--- src/srl_pkg.sv ---
// Purpose: Shared constants and types of the serial ROM configuration loader.
// Assumes: 100 MHz aclk, AXI4-Lite register slave, open-drain two-wire master bus.
// Notes: Offsets are byte addresses on the register bus.
package srl_pkg;
  localparam int CLK_PERIOD_NS = 10;
  localparam int BUS_PERIOD_NS = 2500;
  localparam int QTR_CYC = (BUS_PERIOD_NS + 4 * CLK_PERIOD_NS - 1) / (4 * CLK_PERIOD_NS);
  localparam logic [7:0] QTR_LAST = 8'(QTR_CYC - 1);
  localparam logic [7:0] OFF_CTRL = 8'h00;
  localparam logic [7:0] OFF_SWITCH_CONTROL_REG = 8'h04;
  localparam logic [7:0] OFF_STAT = 8'h08;
  localparam logic [7:0] OFF_PORT = 8'h0c;
  localparam logic [7:0] OFF_ALIAS = 8'h10;
  localparam int ST_FIN = 0;
  localparam int ST_CS = 1;
  localparam int ST_UNM = 5;
  localparam int ERR_CS = 0;
  localparam int ERR_NA = 1;
  localparam int ERR_LA = 2;
  localparam int ERR_OTH = 3;
  localparam int PORT_KIND_BIT = 24;
  localparam int PORT_BUSY_BIT = 30;
  localparam int PORT_DONE_BIT = 31;
  localparam logic [5:0] RST_STAT = 6'h00;
  localparam logic [4:0] ARB_MAX = 5'h10;
  localparam logic [2:0] ROM_DEV_HI = 3'h5;
  localparam logic [7:0] SUM_GOOD = 8'hff;
  localparam logic [15:0] ROM_TOP = 16'hffff;
  localparam logic [1:0] RESP_OKAY = 2'h0;
  localparam logic [1:0] RESP_SLVERR = 2'h2;
  typedef enum logic [1:0] {
    BLK_SINGLE = 2'h0,
    BLK_SEQ = 2'h1,
    BLK_BAD = 2'h2,
    BLK_DONE = 2'h3
  } srl_blk_t;
  typedef enum logic [1:0] {
    E_START = 2'h0,
    E_STOP = 2'h1,
    E_BITS = 2'h3
  } srl_ecmd_t;
endpackage : srl_pkg

--- src/srl_loader.sv ---
// Purpose: Serial ROM configuration loader with checksum, errors and a byte access port.
// Assumes: Register bus is AXI4-Lite; the switch register space answers cfg_addr_mapped.
// Notes: One bus transaction at a time, shared by the loader and the access port.
`timescale 1ns/1ps
`default_nettype none
module srl_loader (
  input wire logic aclk,
  input wire logic aresetn,
  input wire logic aclk_en,
  input wire logic [7:0] s_axi_awaddr,
  input wire logic s_axi_awvalid,
  output logic s_axi_awready,
  input wire logic [31:0] s_axi_wdata,
  input wire logic [3:0] s_axi_wstrb,
  input wire logic s_axi_wvalid,
  output logic s_axi_wready,
  output logic [1:0] s_axi_bresp,
  output logic s_axi_bvalid,
  input wire logic s_axi_bready,
  input wire logic [7:0] s_axi_araddr,
  input wire logic s_axi_arvalid,
  output logic s_axi_arready,
  output logic [31:0] s_axi_rdata,
  output logic [1:0] s_axi_rresp,
  output logic s_axi_rvalid,
  input wire logic s_axi_rready,
  input wire logic load_req,
  input wire logic [3:0] rom_addr_strap,
  input wire logic scl_i,
  output logic scl_o,
  output logic scl_oe,
  input wire logic sda_i,
  output logic sda_o,
  output logic sda_oe,
  output logic cfg_wr_en,
  output logic [13:0] cfg_addr,
  output logic [31:0] cfg_wdata,
  input wire logic cfg_addr_mapped,
  output logic hold_after_reset,
  output logic load_active
);
  typedef enum logic [3:0] {
    S_IDLE = 4'h0,
    S_START = 4'h1,
    S_DEVW = 4'h3,
    S_AHI = 4'h2,
    S_ALO = 4'h6,
    S_WDAT = 4'h7,
    S_RSTART = 4'h5,
    S_DEVR = 4'h4,
    S_RD = 4'hc,
    S_ACK = 4'hd,
    S_STOP = 4'hf
  } srl_seq_t;
  typedef enum logic [2:0] {
    P_A0 = 3'h0,
    P_A1 = 3'h1,
    P_N0 = 3'h3,
    P_N1 = 3'h2,
    P_D = 3'h6
  } srl_parse_t;

  srl_seq_t st;
  srl_parse_t ph;
  srl_pkg::srl_ecmd_t e_cmd;
  srl_pkg::srl_blk_t typ;
  logic [8:0] e_tx;
  logic [3:0] e_n;
  logic e_chk;
  logic eng_go;
  logic eng_busy;
  logic eng_done;
  logic [8:0] eng_rx;
  logic eng_arb;
  logic eng_ferr;
  logic pending;
  logic loading;
  logic ld_want;
  logic last;
  logic [4:0] arb_cnt;
  logic [15:0] rom_addr;
  logic [15:0] cur_addr;
  logic [3:0] strap_r;
  logic [7:0] rb;
  logic port_busy;
  logic port_done;
  logic port_kind;
  logic [15:0] port_addr;
  logic [7:0] port_data;
  logic [3:0] err_set;
  logic fin_set;
  logic hold_set;
  logic unm_set;
  logic op_end;
  logic wstate;
  logic [7:0] sum;
  logic [7:0] sum_new;
  logic [15:0] cnt;
  logic [1:0] bcnt;
  logic [23:0] dat;
  logic wr_pend;
  logic at_type;
  logic cs_bad;
  logic ld_last;
  logic rd_ok;
  logic skip_sum_check;
  logic [5:0] stat;
  logic aw_full;
  logic w_full;
  logic [7:0] aw_a;
  logic [31:0] w_d;
  logic [3:0] w_s;
  logic wr_do;
  logic port_wr;
  logic port_go;

  srl_bus_engine u_engine (
    .aclk(aclk),
    .aresetn(aresetn),
    .aclk_en(aclk_en),
    .scl_i(scl_i),
    .sda_i(sda_i),
    .scl_o(scl_o),
    .scl_oe(scl_oe),
    .sda_o(sda_o),
    .sda_oe(sda_oe),
    .go(eng_go),
    .cmd(e_cmd),
    .tx(e_tx),
    .nbits(e_n),
    .chk(e_chk),
    .busy(eng_busy),
    .done(eng_done),
    .rx(eng_rx),
    .arb_lost(eng_arb),
    .frame_err(eng_ferr)
  );

  ////////////////////////////////////////////////////////////////////////////
  assign rb = eng_rx[7:0];
  assign cur_addr = loading ? rom_addr : port_addr;
  assign eng_go = (st != S_IDLE) && !pending && !eng_busy;
  assign wstate = (st == S_DEVW) || (st == S_AHI) || (st == S_ALO) || (st == S_WDAT)
    || (st == S_DEVR);
  assign op_end = eng_done && (eng_arb ? (arb_cnt == srl_pkg::ARB_MAX - 5'h01)
    : (eng_ferr || st == S_STOP));
  assign load_active = loading;

  always_comb
  begin
    e_cmd = srl_pkg::E_BITS;
    e_tx = 9'h1ff;
    e_n = 4'h9;
    e_chk = 1'b1;
    unique case (st)
      S_START, S_RSTART: e_cmd = srl_pkg::E_START;
      S_STOP, S_IDLE: e_cmd = srl_pkg::E_STOP;
      S_DEVW: e_tx = {srl_pkg::ROM_DEV_HI, strap_r, 2'b01};
      S_DEVR: e_tx = {srl_pkg::ROM_DEV_HI, strap_r, 2'b11};
      S_AHI: e_tx = {cur_addr[15:8], 1'b1};
      S_ALO: e_tx = {cur_addr[7:0], 1'b1};
      S_WDAT: e_tx = {port_data, 1'b1};
      S_RD:
      begin
        e_n = 4'h8;
        e_chk = 1'b0;
      end
      S_ACK:
      begin
        e_tx = {last, 8'hff};
        e_n = 4'h1;
        e_chk = 1'b0;
      end
    endcase
  end

  ////////////////////////////////////////////////////////////////////////////
  // Parser view of the byte just read while loading.
  assign typ = srl_pkg::srl_blk_t'(rb[7:6]);
  assign at_type = (ph == P_A1);
  assign sum_new = sum + rb;
  assign cs_bad = at_type && ((typ == srl_pkg::BLK_BAD)
    || (typ == srl_pkg::BLK_DONE && sum_new != srl_pkg::SUM_GOOD && !skip_sum_check));
  assign ld_last = (at_type && (typ == srl_pkg::BLK_DONE || typ == srl_pkg::BLK_BAD))
    || rom_addr == srl_pkg::ROM_TOP;
  assign rd_ok = eng_done && st == S_RD && !eng_arb && !eng_ferr && loading;
  assign cfg_wr_en = wr_pend && cfg_addr_mapped;

  always_ff @(posedge aclk)
  begin
    if (!aresetn)
    begin
      ph <= P_A0;
      sum <= 8'h00;
      cnt <= 16'h0000;
      bcnt <= 2'h0;
      dat <= 24'h000000;
      wr_pend <= 1'b0;
      unm_set <= 1'b0;
      cfg_addr <= 14'h0000;
      cfg_wdata <= 32'h00000000;
    end
    else if (aclk_en)
    begin
      unm_set <= 1'b0;
      if (wr_pend)
      begin
        wr_pend <= 1'b0;
        unm_set <= !cfg_addr_mapped;
        cfg_addr <= cfg_addr + 14'h0001;
      end
      if (st == S_IDLE && ld_want && !port_busy)
      begin
        ph <= P_A0;
        sum <= 8'h00;
      end
      else if (rd_ok)
      begin
        sum <= sum_new;
        unique case (ph)
          P_A0:
          begin
            cfg_addr[7:0] <= rb;
            ph <= P_A1;
          end
          P_A1:
          begin
            cfg_addr[13:8] <= rb[5:0];
            bcnt <= 2'h0;
            cnt <= 16'h0001;
            // Type 0 carries one word, type 1 a count; done ends the load.
            if (typ == srl_pkg::BLK_SINGLE)
              ph <= P_D;
            else if (typ == srl_pkg::BLK_SEQ)
              ph <= P_N0;
            else
              ph <= P_A0;
          end
          P_N0:
          begin
            cnt[7:0] <= rb;
            ph <= P_N1;
          end
          P_N1:
          begin
            cnt[15:8] <= rb;
            ph <= ({rb, cnt[7:0]} == 16'h0000) ? P_A0 : P_D;
          end
          P_D:
          begin
            dat <= {rb, dat[23:8]};
            bcnt <= bcnt + 2'h1;
            if (bcnt == 2'h3)
            begin
              cfg_wdata <= {rb, dat};
              wr_pend <= 1'b1;
              cnt <= cnt - 16'h0001;
              if (cnt == 16'h0001)
                ph <= P_A0;
            end
          end
        endcase
      end
    end
  end

  ////////////////////////////////////////////////////////////////////////////
  always_ff @(posedge aclk)
  begin
    if (!aresetn)
    begin
      st <= S_IDLE;
      pending <= 1'b0;
      loading <= 1'b0;
      ld_want <= 1'b0;
      last <= 1'b0;
      arb_cnt <= 5'h00;
      rom_addr <= 16'h0000;
      strap_r <= 4'h0;
      port_busy <= 1'b0;
      port_done <= 1'b0;
      port_kind <= 1'b0;
      port_addr <= 16'h0000;
      port_data <= 8'h00;
      err_set <= 4'h0;
      fin_set <= 1'b0;
      hold_set <= 1'b0;
    end
    else if (aclk_en)
    begin
      err_set <= 4'h0;
      fin_set <= 1'b0;
      hold_set <= 1'b0;
      if (load_req)
        ld_want <= 1'b1;
      if (eng_go)
        pending <= 1'b1;
      if (port_wr && !port_busy && !loading)
      begin
        if (w_s[1])
          port_addr[7:0] <= w_d[15:8];
        if (w_s[2])
          port_addr[15:8] <= w_d[23:16];
        if (w_s[3])
          port_kind <= w_d[srl_pkg::PORT_KIND_BIT];
      end
      if (port_go)
      begin
        port_busy <= 1'b1;
        port_done <= 1'b0;
        port_data <= w_d[7:0];
      end
      if (st == S_IDLE)
      begin
        arb_cnt <= 5'h00;
        last <= 1'b0;
        if (ld_want && !port_busy)
        begin
          ld_want <= 1'b0;
          loading <= 1'b1;
          rom_addr <= 16'h0000;
          strap_r <= rom_addr_strap;
          st <= S_START;
        end
        else if (port_busy)
          st <= S_START;
      end
      else if (eng_done)
      begin
        pending <= 1'b0;
        if (eng_arb)
        begin
          // Lost bus: retry the transaction from the current byte.
          arb_cnt <= arb_cnt + 5'h01;
          if (arb_cnt == srl_pkg::ARB_MAX - 5'h01)
          begin
            err_set[srl_pkg::ERR_LA] <= 1'b1;
            hold_set <= loading;
            st <= S_IDLE;
          end
          else
            st <= S_START;
        end
        else if (eng_ferr)
        begin
          err_set[srl_pkg::ERR_OTH] <= 1'b1;
          hold_set <= loading;
          st <= S_IDLE;
        end
        else if (wstate && eng_rx[0])
        begin
          err_set[srl_pkg::ERR_NA] <= 1'b1;
          hold_set <= loading;
          st <= S_STOP;
        end
        else
        begin
          if (wstate)
            arb_cnt <= 5'h00;
          unique case (st)
            S_START: st <= S_DEVW;
            S_DEVW: st <= S_AHI;
            S_AHI: st <= S_ALO;
            S_ALO: st <= (!loading && port_kind) ? S_WDAT : S_RSTART;
            S_WDAT: st <= S_STOP;
            S_RSTART: st <= S_DEVR;
            S_DEVR: st <= S_RD;
            S_RD:
            begin
              if (loading)
              begin
                rom_addr <= rom_addr + 16'h0001;
                last <= ld_last || cs_bad;
                err_set[srl_pkg::ERR_CS] <= cs_bad;
                hold_set <= cs_bad;
              end
              else
              begin
                port_data <= rb;
                last <= 1'b1;
              end
              st <= S_ACK;
            end
            S_ACK: st <= last ? S_STOP : S_RD;
            S_STOP: st <= S_IDLE;
            default: st <= S_IDLE;
          endcase
        end
      end
      if (op_end)
      begin
        if (loading)
        begin
          loading <= 1'b0;
          fin_set <= 1'b1;
        end
        else
        begin
          port_busy <= 1'b0;
          port_done <= 1'b1;
        end
      end
    end
  end

  ////////////////////////////////////////////////////////////////////////////
  // Hardware sets win over software clears in the same cycle.
  always_ff @(posedge aclk)
  begin
    if (!aresetn)
    begin
      stat <= srl_pkg::RST_STAT;
      hold_after_reset <= 1'b0;
      skip_sum_check <= 1'b0;
    end
    else if (aclk_en)
    begin
      if (wr_do && aw_a == srl_pkg::OFF_STAT && w_s[0])
        stat <= (stat & ~w_d[5:0]) | {unm_set, err_set, fin_set};
      else
        stat <= stat | {unm_set, err_set, fin_set};
      if (wr_do && aw_a == srl_pkg::OFF_SWITCH_CONTROL_REG && w_s[0])
        hold_after_reset <= w_d[0] | hold_set;
      else if (hold_set)
        hold_after_reset <= 1'b1;
      if (wr_do && aw_a == srl_pkg::OFF_CTRL && w_s[0])
        skip_sum_check <= w_d[0];
    end
  end

  ////////////////////////////////////////////////////////////////////////////
  assign s_axi_awready = !aw_full;
  assign s_axi_wready = !w_full;
  assign s_axi_arready = !s_axi_rvalid;
  assign wr_do = aw_full && w_full && !s_axi_bvalid;
  assign port_wr = wr_do && aw_a == srl_pkg::OFF_PORT;
  assign port_go = port_wr && w_s[0] && !port_busy && !loading;

  always_ff @(posedge aclk)
  begin
    if (!aresetn)
    begin
      aw_full <= 1'b0;
      w_full <= 1'b0;
      aw_a <= 8'h00;
      w_d <= 32'h00000000;
      w_s <= 4'h0;
      s_axi_bvalid <= 1'b0;
      s_axi_bresp <= srl_pkg::RESP_OKAY;
      s_axi_rvalid <= 1'b0;
      s_axi_rdata <= 32'h00000000;
      s_axi_rresp <= srl_pkg::RESP_OKAY;
    end
    else if (aclk_en)
    begin
      if (s_axi_awvalid && !aw_full)
      begin
        aw_full <= 1'b1;
        aw_a <= {s_axi_awaddr[7:2], 2'b00};
      end
      if (s_axi_wvalid && !w_full)
      begin
        w_full <= 1'b1;
        w_d <= s_axi_wdata;
        w_s <= s_axi_wstrb;
      end
      if (wr_do)
      begin
        aw_full <= 1'b0;
        w_full <= 1'b0;
        s_axi_bvalid <= 1'b1;
        s_axi_bresp <= (aw_a <= srl_pkg::OFF_PORT) ? srl_pkg::RESP_OKAY : srl_pkg::RESP_SLVERR;
      end
      else if (s_axi_bvalid && s_axi_bready)
        s_axi_bvalid <= 1'b0;
      if (s_axi_arvalid && !s_axi_rvalid)
      begin
        s_axi_rvalid <= 1'b1;
        s_axi_rresp <= srl_pkg::RESP_OKAY;
        unique case ({s_axi_araddr[7:2], 2'b00})
          srl_pkg::OFF_CTRL: s_axi_rdata <= {31'h0, skip_sum_check};
          srl_pkg::OFF_SWITCH_CONTROL_REG: s_axi_rdata <= {31'h0, hold_after_reset};
          srl_pkg::OFF_STAT: s_axi_rdata <= {26'h0, stat};
          srl_pkg::OFF_PORT: s_axi_rdata <= {port_done, port_busy || loading, 5'h0,
            port_kind, port_addr, port_data};
          srl_pkg::OFF_ALIAS: s_axi_rdata <= {31'h0, stat[srl_pkg::ST_FIN]};
          default:
          begin
            s_axi_rdata <= 32'h00000000;
            s_axi_rresp <= srl_pkg::RESP_SLVERR;
          end
        endcase
      end
      else if (s_axi_rvalid && s_axi_rready)
        s_axi_rvalid <= 1'b0;
    end
  end
endmodule : srl_loader
`default_nettype wire

--- src/srl_bus_engine.sv ---
// Purpose: Bit level engine of the two-wire master bus: start, stop, bit groups.
// Assumes: Open-drain lines; oe high pulls the line low.
// Notes: Waits for a stretched clock before each high-phase sample.
`timescale 1ns/1ps
`default_nettype none
module srl_bus_engine (
  input wire logic aclk,
  input wire logic aresetn,
  input wire logic aclk_en,
  input wire logic scl_i,
  input wire logic sda_i,
  output logic scl_o,
  output logic scl_oe,
  output logic sda_o,
  output logic sda_oe,
  input wire logic go,
  input wire srl_pkg::srl_ecmd_t cmd,
  input wire logic [8:0] tx,
  input wire logic [3:0] nbits,
  input wire logic chk,
  output logic busy,
  output logic done,
  output logic [8:0] rx,
  output logic arb_lost,
  output logic frame_err
);
  logic [2:0] scl_s;
  logic [2:0] sda_s;
  logic scl_f;
  logic sda_f;
  logic scl_p;
  logic sda_p;
  logic chk_r;
  logic [1:0] q;
  logic [7:0] tmr;
  logic [3:0] left;
  logic [8:0] sh;
  srl_pkg::srl_ecmd_t c;
  logic bus_cond;

  assign scl_o = 1'b0;
  assign sda_o = 1'b0;
  // A data change while the clock is high is a start or stop condition.
  assign bus_cond = scl_f && scl_p && (sda_f != sda_p);

  always_ff @(posedge aclk)
  begin
    if (!aresetn)
    begin
      scl_s <= 3'h7;
      sda_s <= 3'h7;
      scl_f <= 1'b1;
      sda_f <= 1'b1;
      scl_p <= 1'b1;
      sda_p <= 1'b1;
    end
    else if (aclk_en)
    begin
      scl_s <= {scl_s[1:0], scl_i};
      sda_s <= {sda_s[1:0], sda_i};
      if (scl_s[2] == scl_s[1])
        scl_f <= scl_s[2];
      if (sda_s[2] == sda_s[1])
        sda_f <= sda_s[2];
      scl_p <= scl_f;
      sda_p <= sda_f;
    end
  end

  ////////////////////////////////////////////////////////////////////////////
  always_ff @(posedge aclk)
  begin
    if (!aresetn)
    begin
      busy <= 1'b0;
      done <= 1'b0;
      q <= 2'h0;
      tmr <= 8'h00;
      left <= 4'h0;
      sh <= 9'h000;
      rx <= 9'h000;
      c <= srl_pkg::E_STOP;
      chk_r <= 1'b0;
      arb_lost <= 1'b0;
      frame_err <= 1'b0;
      scl_oe <= 1'b0;
      sda_oe <= 1'b0;
    end
    else if (aclk_en)
    begin
      done <= 1'b0;
      if (!busy)
      begin
        if (go)
        begin
          busy <= 1'b1;
          c <= cmd;
          sh <= tx;
          left <= nbits;
          chk_r <= chk;
          q <= 2'h0;
          tmr <= 8'h00;
          rx <= 9'h000;
          arb_lost <= 1'b0;
          frame_err <= 1'b0;
        end
      end
      else if (c == srl_pkg::E_BITS && bus_cond)
      begin
        frame_err <= 1'b1;
        busy <= 1'b0;
        done <= 1'b1;
        scl_oe <= 1'b0;
        sda_oe <= 1'b0;
      end
      else if (q == 2'h2 && !scl_f)
        tmr <= 8'h00;
      else if (tmr != srl_pkg::QTR_LAST)
        tmr <= tmr + 8'h01;
      else
      begin
        tmr <= 8'h00;
        q <= q + 2'h1;
        unique case (c)
          srl_pkg::E_BITS:
            unique case (q)
              2'h0: sda_oe <= !sh[8];
              2'h1: scl_oe <= 1'b0;
              2'h2:
              begin
                rx <= {rx[7:0], sda_f};
                // Another master pulled a bit low that this end released.
                if (chk_r && left != 4'h1 && sh[8] && !sda_f)
                begin
                  arb_lost <= 1'b1;
                  busy <= 1'b0;
                  done <= 1'b1;
                  sda_oe <= 1'b0;
                end
              end
              2'h3:
              begin
                scl_oe <= 1'b1;
                sh <= {sh[7:0], 1'b1};
                left <= left - 4'h1;
                if (left == 4'h1)
                begin
                  busy <= 1'b0;
                  done <= 1'b1;
                end
              end
            endcase
          srl_pkg::E_START:
            unique case (q)
              2'h0:
              begin
                sda_oe <= 1'b0;
                scl_oe <= 1'b0;
              end
              2'h1: sda_oe <= 1'b0;
              2'h2:
                if (!sda_f)
                begin
                  arb_lost <= 1'b1;
                  busy <= 1'b0;
                  done <= 1'b1;
                end
                else
                  sda_oe <= 1'b1;
              2'h3:
              begin
                scl_oe <= 1'b1;
                busy <= 1'b0;
                done <= 1'b1;
              end
            endcase
          srl_pkg::E_STOP:
            unique case (q)
              2'h0: sda_oe <= 1'b1;
              2'h1: scl_oe <= 1'b0;
              2'h2: sda_oe <= 1'b0;
              2'h3:
              begin
                busy <= 1'b0;
                done <= 1'b1;
              end
            endcase
        endcase
      end
    end
  end
endmodule : srl_bus_engine
`default_nettype wire

--- config.mk ---
export PLATFORM = sky130hd
export DESIGN_NAME = srl_loader
export DESIGN_NICKNAME = d
export VERILOG_FILES = /design/src/srl_pkg.sv /design/src/srl_loader.sv /design/src/srl_bus_engine.sv
export SDC_FILE = /design/constraint.sdc
export NUM_CORES = 1
export LEC_CHECK = 0
export BUFFER_PORTS_ARGS = -buffer_cell sky130_fd_sc_hd__buf_2
export CORE_MARGIN = 3
export CORE_UTILIZATION = 59
export CTS_BUF_LIST = sky130_fd_sc_hd__clkbuf_8 sky130_fd_sc_hd__clkbuf_16
export DETAILED_ROUTE_END_ITERATION = 12
export PLACE_DENSITY = 0.81
export SETUP_SLACK_MARGIN = 0.05
export SLEW_MARGIN = 30
export SYNTH_ARGS = -nofsm -noshare
export SYNTH_HDL_FRONTEND = slang
export SYNTH_SLANG_ARGS = --single-unit
--- constraint.sdc ---
create_clock -name aclk -period 2.9 [get_ports aclk]
set_input_delay 0.435 -clock aclk [delete_from_list [all_inputs] [get_ports aclk]]
set_output_delay 0.435 -clock aclk [all_outputs]
set_load 0.02 [all_outputs]
# Word-level counts from Yosys, hierarchy flattened
# Index checks and enable logic that the tools add are counted.
dict set report classes {
  add_sub_neg 9
  bitwise 7
  n_mux 202
  reduce_logical 132
  eq_ne 72
  magnitude_cmp 1
}
# operator n
set ops {}
lappend ops {{2-to-1 mux 8 bit} 23}
lappend ops {{2-to-1 mux 16 bit} 10}
lappend ops {{one-hot mux 32 bit (5 select lines)} 1}
lappend ops {{2-to-1 mux 1 bit} 94}
lappend ops {{2-to-1 mux 4 bit} 16}
lappend ops {{2-to-1 mux 9 bit} 7}
lappend ops {{one-hot mux 9 bit (6 select lines)} 1}
lappend ops {{one-hot mux 8 bit (3 select lines)} 2}
lappend ops {{logical AND 1 bit} 43}
lappend ops {{2-to-1 mux 14 bit} 3}
lappend ops {{one-hot mux 4 bit (9 select lines)} 1}
lappend ops {{2-to-1 mux 5 bit} 6}
lappend ops {{AND reduction 2 bit} 13}
lappend ops {{AND reduction 5 bit} 5}
lappend ops {{== test 6 x 2 -> 1 bit (second input constant)} 4}
lappend ops {{2-to-1 mux 2 bit} 12}
lappend ops {{AND reduction 3 bit} 8}
lappend ops {{!= test 2 bit (second input constant)} 11}
lappend ops {{nonzero test 2 bit} 11}
lappend ops {{!= test 3 bit (second input constant)} 7}
lappend ops {{AND reduction 7 bit} 3}
lappend ops {{one-hot mux 1 bit (2 select lines)} 10}
lappend ops {{2-to-1 mux 3 bit} 6}
lappend ops {{adder 16 x 1 -> 16 bit (second input constant)} 1}
lappend ops {{58 further kinds} 125}
dict set report totals {
  output_inout_bits 94
  word_cells 482
  reg_bits 300
  in_bits 68
}

# Depth between registers and ports, before layout
# Gate-level depths: netlist of run 1.
dict set report depth {
  depth_word 14
  ltp_mapped 10
  depth_no_buf 9
}

# Modules after synthesis
# From an unflattened synthesis of run 1, not the netlist that was laid out.
dict set report hier_totals {
  cells_unflattened 1706
  hier_area_um2 13814.5
}
# mod area_each_um2 seq_area_each_um2 n_inst cells_per_inst
set by_module_without_submodules {}
lappend by_module_without_submodules {srl_loader 11134.4 4864.7 1 1407}
lappend by_module_without_submodules {srl_bus_engine 2680.1 1021.0 1 299}

# Least setup slack after synthesis of run 1
# Ideal clock, no wire load.
dict set report synth_timing {
  path_type {reg2reg}
  from {register loading, in the netlist load_active}
  to {register u_engine.sh[1]}
  n_path_buf 2
  synth_period_minus_slack_ns 2.077
  slack_ns 0.823
  t_arrival_ns 1.950
  required_time_ns 2.772
  setup_time_ns 0.128
  path_stages_with_launch 9
  path_cell_list {dfxtp_1 -> clkbuf_1 -> buf_1 -> mux4_2 -> nor2b_1 -> a311oi_1 -> o21ai_0 -> mux2i_1 -> nor2_1}
}
dict set report synth_via {
  elab_chain_len 4
}
# element line_no
set synth_lines {}
lappend synth_lines {{start, declared} srl_loader.sv:77} ;# logic loading;
lappend synth_lines {{start signal, assigned} srl_loader.sv:274} ;# loading <= 1'b0;
lappend synth_lines {{start signal, assigned} srl_loader.sv:320} ;# loading <= 1'b1;
lappend synth_lines {{start signal, assigned} srl_loader.sv:394} ;# loading <= 1'b0;
lappend synth_lines {{2-to-1 mux 16 bit} srl_loader.sv:141} ;# assign cur_addr = loading ? rom_addr : port_addr;
lappend synth_lines {{one-hot mux 9 bit (6 select lines)} srl_loader.sv:155} ;# unique case (st)
lappend synth_lines {{2-to-1 mux 9 bit} srl_bus_engine.sv:94} ;# if (go)
lappend synth_lines {{2-to-1 mux 9 bit} srl_bus_engine.sv:92} ;# if (!busy)
lappend synth_lines {{end signal, assigned} srl_bus_engine.sv:98} ;# sh <= tx;
lappend synth_lines {{end signal, assigned} srl_bus_engine.sv:144} ;# sh <= {sh[7:0], 1'b1};
lappend synth_lines {{end, declared} srl_bus_engine.sv:37} ;# logic [8:0] sh;
# No other way between the ends. The select of a mux whose other input is x is not followed.
# A chain may end at the register's enable or synchronous reset.

# Worst setup path in the final report of run 1
dict set report layout_timing {
  from {register st[3]}
  to {register cnt[15]}
}
dict set report layout_via {
  elab_chain_len 6
  elab_cells_between_ends 10
  classes_between {eq/ne (1); bitwise (1); reduce/logical (8)}
}
# element line_no
set layout_lines {}
lappend layout_lines {{start, declared} srl_loader.sv:63} ;# srl_seq_t st;
lappend layout_lines {{start signal, assigned} srl_loader.sv:364} ;# S_ALO: st <= (!loading && port_kind) ? S_WDAT : S_RSTART;
lappend layout_lines {{start signal, assigned} srl_loader.sv:384} ;# S_ACK: st <= last ? S_STOP : S_RD;
lappend layout_lines {{== test 4 bit} srl_loader.sv:186} ;# assign rd_ok = eng_done && st == S_RD && !eng_arb && !eng_ferr && loading;
lappend layout_lines {{logical AND 1 bit (4 in a row)} srl_loader.sv:186}
lappend layout_lines {{AND reduction 5 bit (no line) (*)} n/a}
lappend layout_lines {{end signal, assigned} srl_loader.sv:246} ;# cnt[15:8] <= rb;
lappend layout_lines {{end signal, assigned} srl_loader.sv:257} ;# cnt <= cnt - 16'h0001;
lappend layout_lines {{end, declared} srl_loader.sv:98} ;# logic [15:0] cnt;
# Every way passes the cells marked *; elsewhere a longest branch is shown, timed or not.

==> summary.txt, run 1 <==
status: finished clean
Fill cells: 1842
Async SR Flop Fraction: 0%
worst hold slack: 0.109 ns
worst-margin pin slew: 0.884 ns
Post-Route WL: 36.7 mm
sequential element share of the synthesized area: 42.8%
GR peak layer: met2
IO Port Bufs: 141
global route total overflow: 0
Worst Hold Class: in2reg
post_cts resized: 0
RSZ-0062 raised after global routing: no
TritonCTS Buffers: 29
EDFF count, synth: 0
detailed-route via count: 13060
# DRC: 0
maximum vdd drop: 0.000421 V
Storage cell area: 5870 sq um
largest net degree at the start of global routing: 73
ys flop type: dfxtp_1
Synth Warn #: 0
Final setup viols: 0
initial antenna violation count: 0
n_diodes: 0
Antenna Nets Post-Route: 0
# H-tree levels: 1
Area after DPL: 14700 sq um
number of max-cap violations: 0
relative slew slack: 40.5%
share of layout cells above drive strength 1: 15.3%
postcts setup bufs: 0
grt met1 use: 38.5%
Syn Area/Cell: 7.88 sq um
Max Buffers Root-to-Sink: 3
core area: 22800 sq um
Worst setup EP type: flop
Worst-path clk slew: 0.06 ns
CP Launch Type: flop
CTS tree: yes
Crit Path Max Fanout: 18
die width: 158 microns
power density cells: 547 nW/um^2
first-pass GRT wire length: 59.3 mm
part of the cycle the worst path needs: 88.1%
HPWL after DPL: 25.1 mm
CTS sink cnt: 293
gpl congestion: 0.953
root buffer cell: clkbuf_16
Final min period: 2.55 ns
Area Growth Syn to Fin: 14.6%
synthesized area: 13700 sq um
clk_lat worst skew: 0.56 ns
Initial Utilization: 60.2%
DIE HEIGHT: 158 microns
Total GRT Usage: 28.3%
achievable frequency: 391 MHz
Final Net Count: 1933
Hold-fix buffers, CTS: 0
IO Pins: 162
wire per inst: 16.9 microns
vias in the first global route: 11890
total negative setup slack: 0 ns
first-pass iteration count of the detailed router: 5
Final Slew Violations: 0
Req. time, crit path: 3.39 ns
Hold Fails Final Rpt: 0
Unique masters post-synth: 89
Finished Cell Area: 15700 sq um
area of the multi-input gates: 7130 sq um
cells after synthesis: 1740
M2 GR Usage: 47.0%
average vias per placed instance: 6.01
detailed router's first-iteration violation count: 978
CP arrival: 3.04 ns
row cnt: 55
grt met3 use: 4.08%
Setup Skew: 0.0133 ns
die area: 25100 sq um
post-synthesis register bit count: 293
Leakage: 5.98 nW
Crit Path Class: reg2reg
-- synthesized netlist by cell type (all sizes together) (17+ instances only) --
| cell | number | area (sq um) |
|---|---|---|
| nand4 | 19 | 146 |
| a21oi | 229 | 1150 |
| nor3 | 28 | 145 |
| nand3 | 50 | 255 |
| nand2 | 324 | 1220 |
| buf | 44 | 245 |
| ha | 25 | 313 |
| or3 | 17 | 118 |
| mux2i | 25 | 250 |
| clkbuf | 89 | 338 |
| a22oi | 40 | 300 |
| nor2 | 163 | 617 |
| o21ai | 100 | 500 |
| inv | 45 | 169 |
| dfxtp | 293 | 5870 |
-- metal layers --
metal / vias to the layer above / wire [microns]
li1: 6245 / -
met1: 6137 / 15600
met2: 587 / 17200
met3: 91 / 2960
met4: 0 / 941
met5: - / 0
-- cell families after synthesis --
| family | Yosys count | share of synthesized area, % |
|---|---|---|
| compound gates | 471 | 20.4 |
| simple gates | 703 | 23.6 |
| other cells | 1 | 0.0273 |
| flops | 293 | 42.8 |
| buf+inv | 179 | 5.51 |
| xor+xnor | 27 | 1.72 |
| fa+ha+maj | 26 | 2.43 |
| mux | 40 | 3.55 |
-- report_power, final --
group	switching [mW]	internal [mW]	total, mW	leakage, nW
clock	1.59	2.41	4.01	0.528
combinational	0.313	0.155	0.468	3.09
sequential	0.0479	4.08	4.13	2.37
-- worst max-delay path: stages, from the launching register on --
cell	delay (ns)
dfxtp_1	0.61
and4bb_1	0.28
and4_1	0.34
buf_4	0.28
nand2_1	0.31
nor2_1	0.38
o21ai_0	0.15
a21oi_1	0.13
-- registers in the layout, summed over array words and instances, names as in the netlist, 5 cells and up --
register / flops
port_data: 8
stat: 6
cfg_addr: 14
u_engine.sh: 9
dat: 24
w_d: 25
cnt: 16
s_axi_rdata: 27
sum: 8
port_addr: 16
cfg_wdata: 32
rom_addr: 16
arb_cnt: 5
u_engine.tmr: 8
u_engine.rx: 8
aw_a: 6
-- final timing paths --
check	startpoint	end	slack, ns	depth (start not counted)
hold reg to reg	cfg_wdata[1]	cfg_wdata[1]	0.45	2
setup reg to reg	st[3]	cnt[15]	0.35	7
setup / recovery	st[3]	cnt[15]	0.35	7
hold / removal	s_axi_wdata[23]	w_d[23]	0.11	3
-- through the flow --
| step | utilization [%] | instances | total power, mW | setup WS, ns |
|---|---|---|---|---|
| 2_1_floorplan | - | 1748 | 4.52 | 0.823 |
| 3_3_place_gp | 64.5 | 2121 | 4.66 | 0.355 |
| 3_5_place_dp | 64.5 | 2121 | 4.68 | 0.239 |
| 4_1_cts | 69.0 | 2172 | 8.63 | 0.398 |
| 5_1_grt | 69.0 | 2172 | 8.83 | 0.194 |
| 6_report | 69.0 | 2172 | 8.61 | 0.346 |
-- final cells by class --
class | instances | share of cell area (%)
clock buffer | 42 | 5.75
clock inverter | 9 | 0.828
inverter | 46 | 1.13
multi-input combinational | 1276 | 45.4
sequential | 293 | 37.3
tap | 313 | 2.49
timing repair buffer | 193 | 7.13
-- placed cells by master, fill, tap and decap left out, types with 15 or more instances in the layout --
| cell type | instances |
|---|---|
| a211oi_1 | 16 |
| o21ai_0 | 96 |
| clkbuf_16 | 29 |
| mux2i_1 | 25 |
| nand2b_1 | 15 |
| buf_2 | 141 |
| nor3_1 | 27 |
| nand4_1 | 16 |
| a22oi_1 | 40 |
| dfxtp_1 | 293 |
| nand3_1 | 49 |
| a21oi_1 | 229 |
| ha_1 | 25 |
| buf_4 | 50 |
| inv_1 | 48 |
| nor2_1 | 160 |
| nand2_1 | 324 |
Power figures use the tool's default switching activity.
==> inputs of run 2 (changes only) <==
- CORE_ASPECT_RATIO: not set -> 1.25
==> run 2 against run 1 <==
Critical path depth is 1 higher. Die area hardly changed. Clock skew hardly changed. Sequential power hardly changed. Core utilization hardly changed. Clock-buffer cell count is 10 lower. Setup slack better by 0.0094 ns. Non-clock buffer count is 4 lower. Sequential share of layout area is 0.33 points higher. Critical endpoint unchanged. Highest routed layer unchanged.
==> summary.txt, run 2 (synthesis results as in run 1) <==
CP bufs+invs: 2 (+1)
Place WS: 0.435 ns (+0.196 ns)
Crit Reg-Reg Startpoint: st[2]
Crit Path Class: reg2reg
Max Buffers Root-to-Sink: 3 (unchanged)
Worst-path clk slew: 0.07 ns (about the same)
worst-margin pin slew: 0.772 ns (-0.112 ns)
Initial Utilization: 60.7% (+0.50 points)
gpl congestion: 0.947 (-0.63%)
row cnt: 61 (+11%)
initial antenna violation count: 0 (unchanged)
number of max-cap violations: 0 (unchanged)
Largest stage delay, worst path: 0.40 ns (-0.21 ns)
Fill cells: 1808 (-1.8%)
average vias per placed instance: 6.09 (+1.3%)
Final Slew Violations: 0 (unchanged)
root buffer cell: clkbuf_16
slack of the critical path: 0.355 ns (+0.00941 ns)
Area Growth Syn to Fin: 13.6%
maximum vdd drop: 0.000473 V (+12%)
Leakage: 5.91 nW (-1.2%)
wire per inst: 17.3 microns (+2.3%)
RSZ-0062 raised after global routing: no
n_diodes: 0 (unchanged)
Hold-fix buffers, CTS: 0 (unchanged)
vias in the first global route: 12397 (+4.3%)
R2R cell count: 8 (+1)
r2r endpoint: cnt[15]
CTS tree: yes
Antenna Nets Post-Route: 0 (unchanged)
Largest Register: cfg_wdata
power density cells: 535 nW/um^2 (-2.3%)
total negative setup slack: 0 ns (unchanged)
Req. time, crit path: 3.37 ns (-0.02 ns)
die area: 25100 sq um (about the same)
post_cts resized: 0 (unchanged)
first-pass iteration count of the detailed router: 6 (+1)
Post-Route WL: 36.9 mm (+0.59%)
WHS Path Cells: 3 (unchanged)
# H-tree levels: 1 (unchanged)
WHS Endpoint: u_engine.sda_s[0]
IO Port Bufs: 141 (unchanged)
core area: 22600 sq um (-0.82%)
largest net degree at the start of global routing: 76 (+4.1%)
Final setup viols: 0 (unchanged)
most frequent cells in the layout: nand2_1 (324), dfxtp_1 (293), a21oi_1 (229), nor2_1 (160), buf_2 (141)
Top Family by Delay on Critical Path: simple AND/OR/NAND/NOR gates
share of layout cells above drive strength 1: 15.1% (-0.17 points)
Crit-path slowest cell: dfxtp_1
Setup Skew: 0.0131 ns (-0.000260 ns)
Crit Path Max Fanout: 21 (+3)
CTS sink cnt: 293 (unchanged)
postcts setup bufs: 0 (unchanged)
hold_sp: sda_i
TritonCTS Buffers: 28 (-3.4%)
relative slew slack: 47.9% (+7.4 points)
CP arrival: 3.02 ns (-0.02 ns)
worst path cell trace: buf_4, and4bb_1, and4_1, buf_12, nand2_1, nor2_1, o21ai_0, a21oi_1
worst reg-to-reg setup slack: 0.35 ns (about the same)
IO Pins: 162 (unchanged)
Hold Fails Final Rpt: 0 (unchanged)
Largest register FFs: 32 (unchanged)
detailed-route via count: 13014 (-0.35%)
Final Net Count: 1928 (-0.26%)
Total GRT Usage: 28.4% (+0.11 points)
Worst setup EP type: flop
status: finished clean
detailed router's first-iteration violation count: 1005 (+2.8%)
global route total overflow: 0 (unchanged)
Final min period: 2.55 ns (-0.00941 ns)
Worst Hold Class: in2reg
most common cell after layout, fill and taps aside: nand2_1
clk_lat worst skew: 0.55 ns (about the same)
DIE HEIGHT: 176 microns (+11%)
part of the cycle the worst path needs: 87.8% (-0.32 points)
achievable frequency: 393 MHz (+0.37%)
biggest registers after layout: cfg_wdata: 32 flops, s_axi_rdata: 27 flops, w_d: 25 flops
# DRC: 0 (unchanged)
CP Launch Type: flop
HPWL after DPL: 25.4 mm (+0.87%)
first-pass GRT wire length: 60.0 mm (+1.1%)
die width: 142 microns (-10%)
run 2: cell type report:
class	count	area [sq um]	share of cell area, %
timing repair buffer	189	1120	7.16
inverter	46	178	1.14
sequential	293	5870	37.6
clock buffer	32	767	4.92
multi-input combinational	1276	7130	45.8
clock inverter	17	174	1.12
tap	283	354	2.27
run 2: how the worst max path moves through the flow:
stage | startpoint | to | slack [ns] | cells past startpoint
final | st[2] | cnt[15] | 0.35 | 8
after CTS | st[2] | cnt[12] | 0.41 | 8
after global routing | st[2] | cnt[15] | 0.21 | 8
after floorplan | load_active | u_engine.sh[1] | 0.82 | 8
after detailed placement | st[2] | cnt[7] | 0.44 | 8
after global placement | st[2] | cnt[15] | 0.45 | 8
run 2: worst reg2reg max path, delay by kind of cell (launching register included):
kind	cells	cell delay, ns
AOI/OAI and AO/OA	2	0.27
buffers and inverters	2	0.43
and+or+nand+nor	4	1.37
DFF	1	0.40
run 2: routing by layer:
layer | track usage [%] | vias to the layer above | wire (microns)
met3 | 4.06 | 143 | 2410
met4 | 13.9 | 0 | 1800
li1 | - | 6233 | -
met1 | 32.9 | 6081 | 14600
met2 | 50.9 | 557 | 18200
met5 | 0 | - | 0
run 2: stage by stage:
step           util, %  instance area [sq um]  std cells  hold WS, ns  power (mW)
2_1_floorplan        -                  13700       1748        0.432        4.52
3_3_place_gp      64.8                  14600       2087        0.439        4.66
3_5_place_dp      64.8                  14600       2087        0.443        4.67
4_1_cts           69.0                  15600       2136       0.0992        8.37
5_1_grt           69.0                  15600       2136        0.128        8.59
6_report          69.0                  15600       2136        0.112        8.33
run 2: power breakdown:
group	internal, mW	switching (mW)
logic	0.153	0.299
clock network	2.16	1.59
registers	4.08	0.0541
